**src/lpms_cfg.svh**
```systemverilog
// configuration constants for the low power mode sequencer
`ifndef LPMS_CFG_SVH
`define LPMS_CFG_SVH
// ----------------------------------------
// register byte offsets
// ----------------------------------------
`define LPMS_OFF_CTRL 8'h00
`define LPMS_OFF_STAT 8'h04
`define LPMS_OFF_IRQ 8'h08
`define LPMS_OFF_MASK 8'h0c
`define LPMS_OFF_OSCEN 8'h10
// ----------------------------------------
// control fields and reset values
// ----------------------------------------
`define LPMS_CTRL_DEEP 0
`define LPMS_CTRL_STBY 1
`define LPMS_CTRL_LPREG 2
`define LPMS_CTRL_XTAL 3
`define LPMS_CTRL_W 4
`define LPMS_CTRL_RST 4'h0
// ----------------------------------------
// status fields
// ----------------------------------------
`define LPMS_STAT_REG_MAIN 8
`define LPMS_STAT_XTAL_SEL 9
`define LPMS_STAT_XTAL_SEEN 10
// ----------------------------------------
// interrupt status bits
// ----------------------------------------
`define LPMS_IRQ_WAKE_STOP 0
`define LPMS_IRQ_WAKE_STBY 1
`define LPMS_IRQ_CLK_FAIL 2
`define LPMS_IRQ_W 3
`define LPMS_MASK_RST 3'h0
`define LPMS_OSCEN_RST 4'h0
// ----------------------------------------
// bus answers
// ----------------------------------------
`define LPMS_RESP_OKAY 2'h0
`define LPMS_RESP_SLVERR 2'h2
// ----------------------------------------
// timing
// ----------------------------------------
`define LPMS_CLK_PERIOD_NS 10
`define LPMS_REG_RAMP_NS 2000
`define LPMS_REG_RAMP_CYC ((`LPMS_REG_RAMP_NS + `LPMS_CLK_PERIOD_NS - 1) / `LPMS_CLK_PERIOD_NS)
`define LPMS_CLK_FAIL_NS 1000
`define LPMS_CLK_FAIL_CYC (`LPMS_CLK_FAIL_NS / `LPMS_CLK_PERIOD_NS)
`endif

```
**src/lpms_pkg.sv**
```systemverilog
// types shared by the low power mode sequencer
package lpms_pkg;
    // power mode states, one-hot
    typedef enum logic [5:0] {
        ps_run = 6'h01,
        ps_sleep = 6'h02,
        ps_stop = 6'h04,
        ps_stop_regup = 6'h08,
        ps_stop_osc = 6'h10,
        ps_standby = 6'h20
    } lpms_state_e;
    typedef logic [7:0] lpms_addr_t;
    typedef logic [31:0] lpms_word_t;
endpackage

```
**src/lpms_top.sv**
```systemverilog
// low power mode sequencer: modes, regulator, clock gating, wakeup and clock fallback
`timescale 1ns/1ps
`include "lpms_cfg.svh"
module lpms_top #(
    parameter int N_LINES = 16,
    parameter int N_INT_EV = 9,
    parameter int N_WAKEUP_PINS = 2,
    parameter int N_OSC_REQ = 4
) (
    // clock and reset
    input wire logic clk,
    input wire logic rst,
    // register bus, write side
    input wire lpms_pkg::lpms_addr_t s_axi_awaddr,
    input wire logic s_axi_awvalid,
    output logic s_axi_awready,
    input wire lpms_pkg::lpms_word_t s_axi_wdata,
    input wire logic [3:0] s_axi_wstrb,
    input wire logic s_axi_wvalid,
    output logic s_axi_wready,
    output logic [1:0] s_axi_bresp,
    output logic s_axi_bvalid,
    input wire logic s_axi_bready,
    // register bus, read side
    input wire lpms_pkg::lpms_addr_t s_axi_araddr,
    input wire logic s_axi_arvalid,
    output logic s_axi_arready,
    output lpms_pkg::lpms_word_t s_axi_rdata,
    output logic [1:0] s_axi_rresp,
    output logic s_axi_rvalid,
    input wire logic s_axi_rready,
    // processor side
    input wire logic core_sleep_req,
    input wire logic core_wake_event,
    // wakeup sources, oscillator requests and external clock, asynchronous
    input wire logic [N_LINES-1:0] external_event_lines,
    input wire logic [N_INT_EV-1:0] internal_event_lines,
    input wire logic [N_WAKEUP_PINS-1:0] wakeup_pins,
    input wire logic external_reset_pin_n,
    input wire logic independent_watchdog_reset,
    input wire logic rtc_event,
    input wire logic [N_OSC_REQ-1:0] periph_osc_req,
    input wire logic external_clock,
    // power and clock controls
    output logic regulator_on,
    output logic main_regulator_mode,
    output logic regulator_hiz,
    output logic core_power_on,
    output logic core_domain_rst,
    output logic cpu_clk_en,
    output logic core_clk_en,
    output logic pll_en,
    output logic internal_rc_oscillator_en,
    output logic external_crystal_oscillator_en,
    output logic [N_OSC_REQ-1:0] periph_osc_grant,
    output logic always_on_clk_en,
    output logic sysclk_external,
    // interrupt
    output logic irq
);
    import lpms_pkg::*;

    // ----------------------------------------
    // input synchronisers
    // ----------------------------------------
    localparam int NA = N_LINES + N_INT_EV + N_WAKEUP_PINS + N_OSC_REQ + 4;
    logic [NA-1:0] async_in; // packed raw inputs
    logic [NA-1:0] sy1_reg; // first stage, read by sy2 only
    logic [NA-1:0] sy2_reg;
    logic [NA-1:0] sy3_reg;
    logic [NA-1:0] filt_reg; // value once stages two and three agree
    assign async_in = {external_clock, rtc_event, independent_watchdog_reset, ~external_reset_pin_n,
        periph_osc_req, wakeup_pins, internal_event_lines, external_event_lines};

    // three stages; a bit changes only when the last two agree
    always_ff @(posedge clk) begin
        if (rst) begin
            sy1_reg <= '0;
            sy2_reg <= '0;
            sy3_reg <= '0;
            filt_reg <= '0;
        end else begin
            sy1_reg <= async_in;
            sy2_reg <= sy1_reg;
            sy3_reg <= sy2_reg;
            filt_reg <= (sy2_reg & sy3_reg) | (filt_reg & (sy2_reg | sy3_reg));
        end
    end

    // field views of the filtered vector
    localparam int B_WK = N_LINES + N_INT_EV;
    localparam int B_OR = B_WK + N_WAKEUP_PINS;
    localparam int B_MS = B_OR + N_OSC_REQ;
    logic line_any; // any event line, pin or on-chip
    logic [N_WAKEUP_PINS-1:0] wk_prev_reg; // for rising edge detection
    logic wk_rise;
    logic [N_OSC_REQ-1:0] osc_req;
    logic stby_exit;
    logic xclk_prev_reg;
    logic xclk_edge;
    assign line_any = |filt_reg[B_WK-1:0];
    assign wk_rise = |(filt_reg[B_OR-1:B_WK] & ~wk_prev_reg);
    assign stby_exit = wk_rise | (|filt_reg[B_MS+2:B_MS]);
    assign xclk_edge = filt_reg[B_MS+3] ^ xclk_prev_reg;

    // previous values for edge detection
    always_ff @(posedge clk) begin
        if (rst) begin
            wk_prev_reg <= '0;
            xclk_prev_reg <= 1'b0;
        end else begin
            wk_prev_reg <= filt_reg[B_OR-1:B_WK];
            xclk_prev_reg <= filt_reg[B_MS+3];
        end
    end

    // ----------------------------------------
    // software registers
    // ----------------------------------------
    logic [`LPMS_CTRL_W-1:0] ctrl_reg; // mode choice and clock choice
    logic [`LPMS_IRQ_W-1:0] irq_stat_reg; // sticky events
    logic [`LPMS_IRQ_W-1:0] irq_mask_reg; // 1 lets the event interrupt
    logic [N_OSC_REQ-1:0] osc_en_reg; // peripherals allowed to wake the oscillator
    logic [`LPMS_IRQ_W-1:0] irq_set; // events from the sequencer
    logic aw_have_reg, w_have_reg;
    lpms_addr_t aw_addr_reg;
    lpms_word_t w_data_reg;
    logic w_lane0_reg; // byte lane 0 strobe; all fields sit in it
    logic wr_fire;
    logic wr_ctrl, wr_irq, wr_mask, wr_osc;
    assign osc_req = filt_reg[B_MS-1:B_OR] & osc_en_reg;

    // write address and data are taken independently
    assign s_axi_awready = !aw_have_reg;
    assign s_axi_wready = !w_have_reg;
    assign wr_fire = aw_have_reg && w_have_reg && !s_axi_bvalid;
    assign wr_ctrl = wr_fire && w_lane0_reg && aw_addr_reg == `LPMS_OFF_CTRL;
    assign wr_irq = wr_fire && w_lane0_reg && aw_addr_reg == `LPMS_OFF_IRQ;
    assign wr_mask = wr_fire && w_lane0_reg && aw_addr_reg == `LPMS_OFF_MASK;
    assign wr_osc = wr_fire && w_lane0_reg && aw_addr_reg == `LPMS_OFF_OSCEN;

    // write channel holding and response
    always_ff @(posedge clk) begin
        if (rst) begin
            aw_have_reg <= 1'b0;
            w_have_reg <= 1'b0;
            aw_addr_reg <= '0;
            w_data_reg <= '0;
            w_lane0_reg <= 1'b0;
            s_axi_bvalid <= 1'b0;
            s_axi_bresp <= `LPMS_RESP_OKAY;
        end else begin
            if (s_axi_awvalid && s_axi_awready) begin
                aw_have_reg <= 1'b1;
                aw_addr_reg <= s_axi_awaddr;
            end
            if (s_axi_wvalid && s_axi_wready) begin
                w_have_reg <= 1'b1;
                w_data_reg <= s_axi_wdata;
                w_lane0_reg <= s_axi_wstrb[0];
            end
            if (wr_fire) begin
                aw_have_reg <= 1'b0;
                w_have_reg <= 1'b0;
                s_axi_bvalid <= 1'b1;
                // status is read only, so a write to it is refused too
                s_axi_bresp <= (aw_addr_reg == `LPMS_OFF_CTRL || aw_addr_reg == `LPMS_OFF_IRQ ||
                    aw_addr_reg == `LPMS_OFF_MASK || aw_addr_reg == `LPMS_OFF_OSCEN) ?
                    `LPMS_RESP_OKAY : `LPMS_RESP_SLVERR;
            end else if (s_axi_bready) begin
                s_axi_bvalid <= 1'b0;
            end
        end
    end

    // control storage
    always_ff @(posedge clk) begin
        if (rst) begin
            ctrl_reg <= `LPMS_CTRL_RST;
            irq_mask_reg <= `LPMS_MASK_RST;
            osc_en_reg <= `LPMS_OSCEN_RST;
        end else begin
            if (wr_ctrl) begin
                ctrl_reg <= w_data_reg[`LPMS_CTRL_W-1:0];
            end else if (irq_set[`LPMS_IRQ_CLK_FAIL]) begin
                ctrl_reg[`LPMS_CTRL_XTAL] <= 1'b0; // drop the failed choice
            end
            if (wr_mask) begin
                irq_mask_reg <= w_data_reg[`LPMS_IRQ_W-1:0];
            end
            if (wr_osc) begin
                osc_en_reg <= w_data_reg[N_OSC_REQ-1:0];
            end
        end
    end

    // sticky status; a new event wins over a clear in the same cycle
    always_ff @(posedge clk) begin
        if (rst) begin
            irq_stat_reg <= '0;
        end else if (wr_irq) begin
            irq_stat_reg <= (irq_stat_reg & ~w_data_reg[`LPMS_IRQ_W-1:0]) | irq_set;
        end else begin
            irq_stat_reg <= irq_stat_reg | irq_set;
        end
    end
    assign irq = |(irq_stat_reg & irq_mask_reg);

    // ----------------------------------------
    // mode sequencer
    // ----------------------------------------
    lpms_state_e state_reg, state_next;
    logic [11:0] ramp_cnt_reg; // regulator settling time

    // next mode; a wake line beats an oscillator request
    always_comb begin
        state_next = state_reg;
        case (state_reg)
            ps_run: begin
                if (core_sleep_req && !ctrl_reg[`LPMS_CTRL_DEEP]) begin
                    state_next = ps_sleep;
                end else if (core_sleep_req && ctrl_reg[`LPMS_CTRL_STBY]) begin
                    state_next = ps_standby;
                end else if (core_sleep_req) begin
                    state_next = ps_stop;
                end
            end
            ps_sleep: begin
                if (core_wake_event) begin
                    state_next = ps_run;
                end
            end
            ps_stop: begin
                if (line_any) begin
                    state_next = ps_run;
                end else if (|osc_req && ctrl_reg[`LPMS_CTRL_LPREG]) begin
                    state_next = ps_stop_regup;
                end else if (|osc_req) begin
                    state_next = ps_stop_osc;
                end
            end
            ps_stop_regup: begin
                if (line_any) begin
                    state_next = ps_run;
                end else if (!(|osc_req)) begin
                    state_next = ps_stop;
                end else if (ramp_cnt_reg == 12'(`LPMS_REG_RAMP_CYC - 1)) begin
                    state_next = ps_stop_osc;
                end
            end
            ps_stop_osc: begin
                if (line_any) begin
                    state_next = ps_run;
                end else if (!(|osc_req)) begin
                    state_next = ps_stop;
                end
            end
            ps_standby: begin
                if (stby_exit) begin
                    state_next = ps_run;
                end
            end
            default: state_next = ps_run;
        endcase
    end

    // mode register and ramp counter
    always_ff @(posedge clk) begin
        if (rst) begin
            state_reg <= ps_run;
            ramp_cnt_reg <= '0;
        end else begin
            state_reg <= state_next;
            ramp_cnt_reg <= (state_reg == ps_stop_regup) ? ramp_cnt_reg + 12'h001 : 12'h000;
        end
    end

    // wake events into the status register
    assign irq_set[`LPMS_IRQ_WAKE_STOP] = (state_reg == ps_stop || state_reg == ps_stop_regup ||
        state_reg == ps_stop_osc) && state_next == ps_run;
    assign irq_set[`LPMS_IRQ_WAKE_STBY] = state_reg == ps_standby && state_next == ps_run;

    // power and clock controls, registered from the next mode
    always_ff @(posedge clk) begin
        if (rst) begin
            regulator_on <= 1'b1;
            main_regulator_mode <= 1'b1;
            regulator_hiz <= 1'b0;
            core_power_on <= 1'b1;
            core_domain_rst <= 1'b0;
            cpu_clk_en <= 1'b1;
            core_clk_en <= 1'b1;
            pll_en <= 1'b1;
            internal_rc_oscillator_en <= 1'b1;
            external_crystal_oscillator_en <= 1'b0;
            periph_osc_grant <= '0;
            always_on_clk_en <= 1'b1;
        end else begin
            regulator_on <= state_next != ps_standby;
            regulator_hiz <= state_next == ps_standby;
            core_power_on <= state_next != ps_standby;
            // domain logic is lost, so it leaves standby through reset
            core_domain_rst <= state_next == ps_standby;
            main_regulator_mode <= !(state_next == ps_standby ||
                (state_next == ps_stop && ctrl_reg[`LPMS_CTRL_LPREG]));
            cpu_clk_en <= state_next == ps_run;
            core_clk_en <= state_next == ps_run || state_next == ps_sleep;
            pll_en <= state_next == ps_run || state_next == ps_sleep;
            internal_rc_oscillator_en <= state_next == ps_run || state_next == ps_sleep ||
                state_next == ps_stop_osc;
            external_crystal_oscillator_en <= (state_next == ps_run || state_next == ps_sleep) &&
                ctrl_reg[`LPMS_CTRL_XTAL] && !irq_set[`LPMS_IRQ_CLK_FAIL];
            periph_osc_grant <= (state_next == ps_stop_osc) ? osc_req : '0;
            always_on_clk_en <= 1'b1;
        end
    end

    // ----------------------------------------
    // system clock choice and failure monitor
    // ----------------------------------------
    logic [11:0] fail_cnt_reg; // cycles since last external clock edge
    logic xtal_seen_reg; // an edge seen since the oscillator was enabled
    logic monitor_on;
    logic fail_hit;
    // stop and standby switch the oscillator off; that is not a failure
    assign monitor_on = external_crystal_oscillator_en && xtal_seen_reg;
    assign fail_hit = monitor_on && fail_cnt_reg == 12'(`LPMS_CLK_FAIL_CYC - 1);
    assign irq_set[`LPMS_IRQ_CLK_FAIL] = fail_hit;

    // watchdog counter over the external clock edges
    always_ff @(posedge clk) begin
        if (rst) begin
            fail_cnt_reg <= '0;
            xtal_seen_reg <= 1'b0;
        end else begin
            xtal_seen_reg <= external_crystal_oscillator_en && (xtal_seen_reg || xclk_edge);
            if (!monitor_on || xclk_edge || fail_hit) begin
                fail_cnt_reg <= '0;
            end else begin
                fail_cnt_reg <= fail_cnt_reg + 12'h001;
            end
        end
    end

    // clock select: rc after reset, external only once it runs
    always_ff @(posedge clk) begin
        if (rst) begin
            sysclk_external <= 1'b0;
        end else begin
            sysclk_external <= monitor_on && !fail_hit;
        end
    end

    // ----------------------------------------
    // register reads
    // ----------------------------------------
    assign s_axi_arready = !s_axi_rvalid;

    // one read at a time, answered at the same edge that takes it
    always_ff @(posedge clk) begin
        if (rst) begin
            s_axi_rvalid <= 1'b0;
            s_axi_rdata <= '0;
            s_axi_rresp <= `LPMS_RESP_OKAY;
        end else if (s_axi_arvalid && s_axi_arready) begin
            s_axi_rvalid <= 1'b1;
            s_axi_rresp <= `LPMS_RESP_OKAY;
            s_axi_rdata <= '0;
            case (s_axi_araddr)
                `LPMS_OFF_CTRL: s_axi_rdata[`LPMS_CTRL_W-1:0] <= ctrl_reg;
                `LPMS_OFF_STAT: begin
                    s_axi_rdata[5:0] <= state_reg;
                    s_axi_rdata[`LPMS_STAT_REG_MAIN] <= main_regulator_mode;
                    s_axi_rdata[`LPMS_STAT_XTAL_SEL] <= sysclk_external;
                    s_axi_rdata[`LPMS_STAT_XTAL_SEEN] <= xtal_seen_reg;
                end
                `LPMS_OFF_IRQ: s_axi_rdata[`LPMS_IRQ_W-1:0] <= irq_stat_reg;
                `LPMS_OFF_MASK: s_axi_rdata[`LPMS_IRQ_W-1:0] <= irq_mask_reg;
                `LPMS_OFF_OSCEN: s_axi_rdata[N_OSC_REQ-1:0] <= osc_en_reg;
                default: s_axi_rresp <= `LPMS_RESP_SLVERR; // unmapped
            endcase
        end else if (s_axi_rready) begin
            s_axi_rvalid <= 1'b0;
        end
    end
endmodule

```
**config.mk**
```make
export PLATFORM = sky130hd
export DESIGN_NAME = lpms_top
export DESIGN_NICKNAME = d
export VERILOG_FILES = /design/src/lpms_pkg.sv /design/src/lpms_top.sv
export VERILOG_INCLUDE_DIRS = /design/src /design/src/src
export SDC_FILE = /design/constraint.sdc
export NUM_CORES = 1
export LEC_CHECK = 0
export ABC_CLOCK_PERIOD_IN_PS = 2800
export BUFFER_PORTS_ARGS = -buffer_cell sky130_fd_sc_hd__clkbuf_2
export CAP_MARGIN = 20
export CORE_ASPECT_RATIO = 0.9
export CORE_MARGIN = 10
export CORE_UTILIZATION = 35
export DETAILED_ROUTE_END_ITERATION = 8
export HOLD_SLACK_MARGIN = 0.1
export PLACE_DENSITY = 0.63
export SYNTH_ARGS = -nofsm -noshare
export SYNTH_HDL_FRONTEND = slang
export SYNTH_SLANG_ARGS = --single-unit
```
**constraint.sdc**
```tcl
create_clock -name clk -period 2.8 [get_ports clk]
set_input_delay 0.28 -clock clk [delete_from_list [all_inputs] [get_ports clk]]
set_output_delay 0.28 -clock clk [all_outputs]
set_load 0.05 [all_outputs]
```
Yosys cells after proc, flatten, opt, wreduce, memory -nomap -nowiden:

Index checks and enable logic that the tools add are counted.

* bits in registers: 230
* input port bits: 96
* output and inout port bits: 58
* word-level logic and storage cells: 157

* add/sub/neg operators: 2
* eq/ne operators: 21
* mux-type cells: 27
* bitwise operators: 17
* reductions and logical operators: 56

Operators with widths (number)
* 6-bit 2-to-1 mux: 13
* 35-bit AND: 2
* 35-bit OR: 2
* 6-bit case mux with 6 select lines: 1
* 8-bit by 4-bit == test with 1-bit output (second input constant): 4
* 25-bit OR reduction: 1
* 12-bit by 1-bit adder with 12-bit output (second input constant): 2
* 1-bit logical AND: 22
* 8-bit by 5-bit == test with 1-bit output (second input constant): 2
* 8-bit zero test: 2
* 3-bit case mux with 5 select lines: 1
* 12-bit by 7-bit == test with 1-bit output (second input constant): 1
* 12-bit by 8-bit == test with 1-bit output (second input constant): 1
* 6-bit by 1-bit == test with 1-bit output (second input constant): 2
* 6-bit by 2-bit == test with 1-bit output (second input constant): 2
* 6-bit by 3-bit == test with 1-bit output (second input constant): 2
* 6-bit by 5-bit == test with 1-bit output (second input constant): 2
* 6-bit == test (second input constant): 2
* 1-bit logical OR: 11
* 2-bit OR reduction: 5
* 8-bit by 3-bit == test with 1-bit output (second input constant): 1
* 1-bit zero test: 8
* 3-bit AND: 2
* 6-bit by 4-bit == test with 1-bit output (second input constant): 1
* other kinds (17): 31

Logic depth before layout (Yosys ltp):

* depth in word-level cells: 10
* depth in mapped cells: 7
* depth with buffers taken out: 6

Worst setup path after synthesis:

OpenSTA, ideal clock, no wires.

* path type: register to register
* from: reg s_axi_bvalid
* to: reg ctrl_reg[2]
* library setup time: 0.128 ns
* arrival: 1.649 ns
* data required time: 2.672 ns
* path slack: 1.023 ns
* stages on the path, launching flop included: 7
* buffers on the path: 1
* period minus slack after synthesis: 1.777 ns
* path through: dfxtp_1 -> and3b_1 -> and4_1 -> clkbuf_1 -> nand3b_1 -> mux2i_1 -> nor2_1

* cells in the longest elaborated chain, start to end: 4

Ends and longest elaborated chain
* start: declaration: line lpms_top.sv:22 `output logic s_axi_bvalid,`
* start signal: assignment: line lpms_top.sv:150 `s_axi_bvalid <= 1'b0;`
* start signal: assignment: line lpms_top.sv:165 `s_axi_bvalid <= 1'b1;`
* start signal: assignment: line lpms_top.sv:171 `s_axi_bvalid <= 1'b0;`
* 1-bit zero test: line lpms_top.sv:136 `assign wr_fire = aw_have_reg && w_have_reg && !s_axi_bvalid;`
* 1-bit logical AND: line lpms_top.sv:136
* 1-bit logical AND: line lpms_top.sv:137 `` assign wr_ctrl = wr_fire && w_lane0_reg && aw_addr_reg == `LPMS_OFF_CTRL; ``
* 1-bit logical AND (no line)
* end signal: assignment: line lpms_top.sv:179 `` ctrl_reg <= `LPMS_CTRL_RST; ``
* end signal: assignment: line lpms_top.sv:184 `` ctrl_reg <= w_data_reg[`LPMS_CTRL_W-1:0]; ``
* end: declaration: line lpms_top.sv:120 `` logic [`LPMS_CTRL_W-1:0] ctrl_reg; ``

No other way between the ends.
A chain may end at the register's enable or synchronous reset.

Worst setup path in the final report:

* from: reg state_reg[2]
* to: reg internal_rc_oscillator_en

* cells in the longest elaborated chain, start to end: 7
* elaborated cells between the ends (all ways): 25
* those cells by class: 9 x eq/ne; 14 x mux; 2 x reduce/logical

Ends and longest elaborated chain
* start: declaration: line lpms_top.sv:212 `lpms_state_e state_reg, state_next;`
* start signal: assignment: line lpms_top.sv:270 `state_reg <= ps_run;`
* start signal: assignment: line lpms_top.sv:273 `state_reg <= state_next;`
* 6-bit 2-to-1 mux, on equally long branches: line lpms_top.sv:247, lpms_top.sv:224, lpms_top.sv:238
* 6-bit 2-to-1 mux, on equally long branches: line lpms_top.sv:245, lpms_top.sv:222, lpms_top.sv:236
* 6-bit 2-to-1 mux, on equally long branches: line lpms_top.sv:243, lpms_top.sv:220, lpms_top.sv:234
* 6-bit case mux with 6 select lines *: line lpms_top.sv:218 `case (state_reg)`
* 6-bit by 1-bit == test with 1-bit output / 6-bit by 2-bit == test with 1-bit output (equally long branches): line lpms_top.sv:309 `internal_rc_oscillator_en <= state_next == ps_run || state_next == ps_sleep ||`
* 1-bit logical OR: line lpms_top.sv:309
* 1-bit logical OR *: line lpms_top.sv:309
* end signal: assignment: line lpms_top.sv:309
* end: declaration: line lpms_top.sv:53 `output logic internal_rc_oscillator_en,`

Every way passes the cells marked *; elsewhere a longest branch is shown, timed or not.

==> impl_metrics.csv <==
group,metric,value,unit
final_layout,final-instance-count-excl-fill,1271,
die,initial_utilization,0.356,
min_path,min_to,"s_axi_rdata[5]",
final_layout,synthToLayoutAreaGrowth,23.4,%
power,fin_total_pwr,6760,uW
global_routing,global_route.overflow_total,0,
worst_setup_path,r2r_startpoint,"state_reg[2]",
worst_setup_path,worstSetupStartpointType,"flip-flop",
die,fp.coreArea,0.0225,mm2
cts,cts_tree,"done",
cts,ctsResizeCount,0,
cts,clk_latency,0.50,ns
cts,ctsLongestPathBuffers,3,
synthesis,combinational_family_with_the_most_area_after_synthesis,"simple AND/OR/NAND/NOR gates",
cts,tritoncts.num_buffers,23,
timing,setup_viol,0,
run_status,status,"finished clean",
min_path,hold-path-cell-count,2,
synthesis,synth.mux.area_fraction,0.0391,
power,total_leakage_power,0.00396,uW
timing,relSlewSlack,0.404,
cts,cts_sinks,228,
synthesis,yosys_register_bits,228,
power,p_per_cell_area,684,mW/mm2
timing,post-route-period-util,0.687,
global_routing,grt_util_all_layers,0.104,
run,timing.max_cap.violations,0,
final_layout,final_nets,1056,
synthesis,synthXorXnorAreaFrac,0.0252,
global_routing,grt_pass1_vias,5495,
synthesis,syn-mean-instance-area,9.77,um2
die,floorplan.die.width,179,um
placed_design,dp.final_hpwl,10800,um
route,dr_total_vias,5651,
timing,post-route-min-period,1.92,ns
synthesis,dominant_register_cell_in_the_synthesized_netlist,"sky130_fd_sc_hd__dfxtp_1",
timing,timing.clock.skew,0.0105,ns
worst_setup_path,critical_path_class,"flip-flop to flip-flop",
synthesis,synthSimpleGateAreaFrac,0.223,
synthesis,synth.yosys.seq_area_share,0.570,
die,placement_rows,52,
worst_setup_path,required,3.16,ns
synthesis,synth.lib_cells_used.distinct,57,
route,drtAntennaViolNets,0,
synthesis,synth-async-reset-ratio,0,
route,detail_route.drc_violations,0,
route,met2RoutedLength,6670,um
timing,maxClockFrequency,0.520,GHz
die,total_die_area,0.0293,mm2
route,drt_iter0_drc,291,
global_routing,antenna_found_initial,0,
placed_design,finalWeightedCongestion,0.788,
synthesis,post_synth_inst_count,820,
cts,root_buffer,"sky130_fd_sc_hd__clkbuf_16",
route,topRoutingLayerUsed,"met4",
worst_setup_path,worst_ep_arrival_time,2.28,ns
timing,hold_viol,0,
global_routing,grt_max_degree,149,
timing,maxSlewViolCount,0,
route,avgRoutedWirePerCell,12.4,um
worst_setup_path,setup.worst_path.end_class,"flip-flop",
cts,cts_max_level,1,
min_path,holdCritPathClass,"primary input to flip-flop",
worst_setup_path,r2r-end,"internal_rc_oscillator_en",
die,top_level_ports,154,
synthesis,ys.warnings.count,0,
route,met3WireLength,698,um
final_layout,antenna_cells,0,
power,power.ir.vdd_worst,0.433,mV
cts,clk_transition_reported_paths,0.06,ns
global_routing,wire_length_of_the_first_global_routing_pass,26400,um
worst_setup_path,worst-r2r-cell-count,4,
timing,grt_setup_unrepaired,"false",
timing,worstMarginPinSlew,0.893,ns
route,drt-pass1-iter-count,6,
min_path,hp-start,"rst",
placed_design,placement.io_buffers,96,
route,wirelength,15700,um
synthesis,cell_area_after_synthesis,0.00801,mm2
final_layout,layout_cells_sized_above_1,0.143,
synthesis,share_of_synthesized_cell_area_in_full_adder_half_adder_and_majority_cells,0.00312,
synthesis,synth-edff-count,0,
route,routed_via_density,4.45,
route,detail_route.wirelength.met1,7980,um
die,floorplan.die.height,164,um
worst_setup_path,reg2reg_slack,0.88,ns
timing,timing.setup.tns,0,ns
placed_design,place_inst,1177,
worst_setup_path,worstPathMaxFanout,11,
synthesis,synth-compound-area-share,0.0898,
## repair_timing
action / in CTS / in global routing
buffers inserted: 0 / 0
endpoints found under the hold margin: 52 / 0
hold buffers: 53 / 0
## cells by family (layout without fill, tap and decap cells)
kind of cell | Yosys count | count (layout)
and+or+nand+nor | 338 | 338
DFF | 228 | 228
AOI/OAI and AO/OA | 122 | 122
buffers and inverters | 74 | 204
muxes | 31 | 31
xor gates and xnor gates | 23 | 23
adders and majority gates | 2 | 2
other | 2 | 26
## power by group
| group | total [uW] | leakage, uW | internal (uW) | switching [uW] |
|---|---|---|---|---|
| Clock | 2910 | 0.000359 | 1710 | 1200 |
| Sequential | 3390 | 0.00186 | 3340 | 52.6 |
| Combinational | 461 | 0.00174 | 176 | 285 |
| Total | 6760 | 0.00396 | 5230 | 1530 |
## placed cells by master (no fill, tap or decap), types with 5 or more instances in the layout
master / n
sky130_fd_sc_hd__nand2_1: 62
sky130_fd_sc_hd__dlygate4sd3_1: 53
sky130_fd_sc_hd__nand4_1: 5
sky130_fd_sc_hd__nand3_1: 17
sky130_fd_sc_hd__xnor2_1: 9
sky130_fd_sc_hd__nor2b_1: 114
sky130_fd_sc_hd__nor3_1: 10
sky130_fd_sc_hd__xor2_1: 14
sky130_fd_sc_hd__a21oi_1: 42
sky130_fd_sc_hd__clkbuf_16: 23
sky130_fd_sc_hd__clkbuf_2: 95
sky130_fd_sc_hd__a22oi_1: 5
sky130_fd_sc_hd__mux2i_1: 29
sky130_fd_sc_hd__conb_1: 26
sky130_fd_sc_hd__dfxtp_1: 228
sky130_fd_sc_hd__nand2b_1: 6
sky130_fd_sc_hd__clkbuf_1: 7
sky130_fd_sc_hd__clkinv_2: 5
sky130_fd_sc_hd__nor2_1: 79
sky130_fd_sc_hd__nor4_1: 11
sky130_fd_sc_hd__o21ai_0: 47
sky130_fd_sc_hd__and3_1: 8
sky130_fd_sc_hd__inv_1: 13
## worst max-delay path by stage
| stage | start | to | slack, ns | depth (start not counted) |
|---|---|---|---|---|
| after floorplan | s_axi_bvalid | ctrl_reg[2] | 1.02 | 6 |
| after global placement | state_reg[2] | internal_rc_oscillator_en | 0.89 | 5 |
| after detailed placement | filt_reg[1] | main_regulator_mode | 0.88 | 5 |
| after CTS | filt_reg[1] | main_regulator_mode | 0.85 | 5 |
| after global routing | filt_reg[1] | periph_osc_grant[0] | 0.76 | 5 |
| final | state_reg[2] | internal_rc_oscillator_en | 0.88 | 4 |
## critical path, cell delays in order (launching register included)
cell and delay [ns]:
sky130_fd_sc_hd__dfxtp_1 0.41, sky130_fd_sc_hd__or3_4 0.43, sky130_fd_sc_hd__nor4b_1 0.45, sky130_fd_sc_hd__o2111a_2 0.37, sky130_fd_sc_hd__o2111ai_1 0.12
## metal layers
layer	track usage	vias up
met5	0	-
met4	0.0315	0
met3	0.0239	29
met2	0.159	134
met1	0.142	2508
li1	-	2980
## synth_stat cells (all sizes together), types with 5 or more instances
library cell	instances	area, um2
xor2	14	123
nor4	12	81.3
nand3	17	85.1
mux2i	29	290
o21ai	47	235
xnor2	9	78.8
clkbuf	28	105
and3	8	50.1
nand4	5	31.3
nor2b	114	713
dfxtp	228	4560
nand2	62	233
nor2	79	297
inv	13	48.8
a21oi	42	210
buf	33	241
a22oi	5	37.5
nor3	10	50.1
nand2b	6	37.5
## stage by stage
step	instance area (um2)	hold slack, ns	utilization	worst slack (ns)
2_1_floorplan	8100	0.347	-	1.02
3_3_place_gp	8630	0.418	0.383	0.889
3_5_place_dp	8630	0.424	0.383	0.884
4_1_cts	9880	0.127	0.439	0.853
5_1_grt	9880	0.155	0.439	0.757
6_report	9880	0.134	0.439	0.877
## area by class of cell
cell class              instances  area [um2]
repair buffers                150        1040
well taps                     297         372
flip-flops and latches        228        4560
inverters                      13        48.8
clock buffers                  34         657
multi-input cells             542        3140
clock inverters                 7        63.8
fillers                      2195       12600
Note: power is estimated with default switching activity, not from simulation.
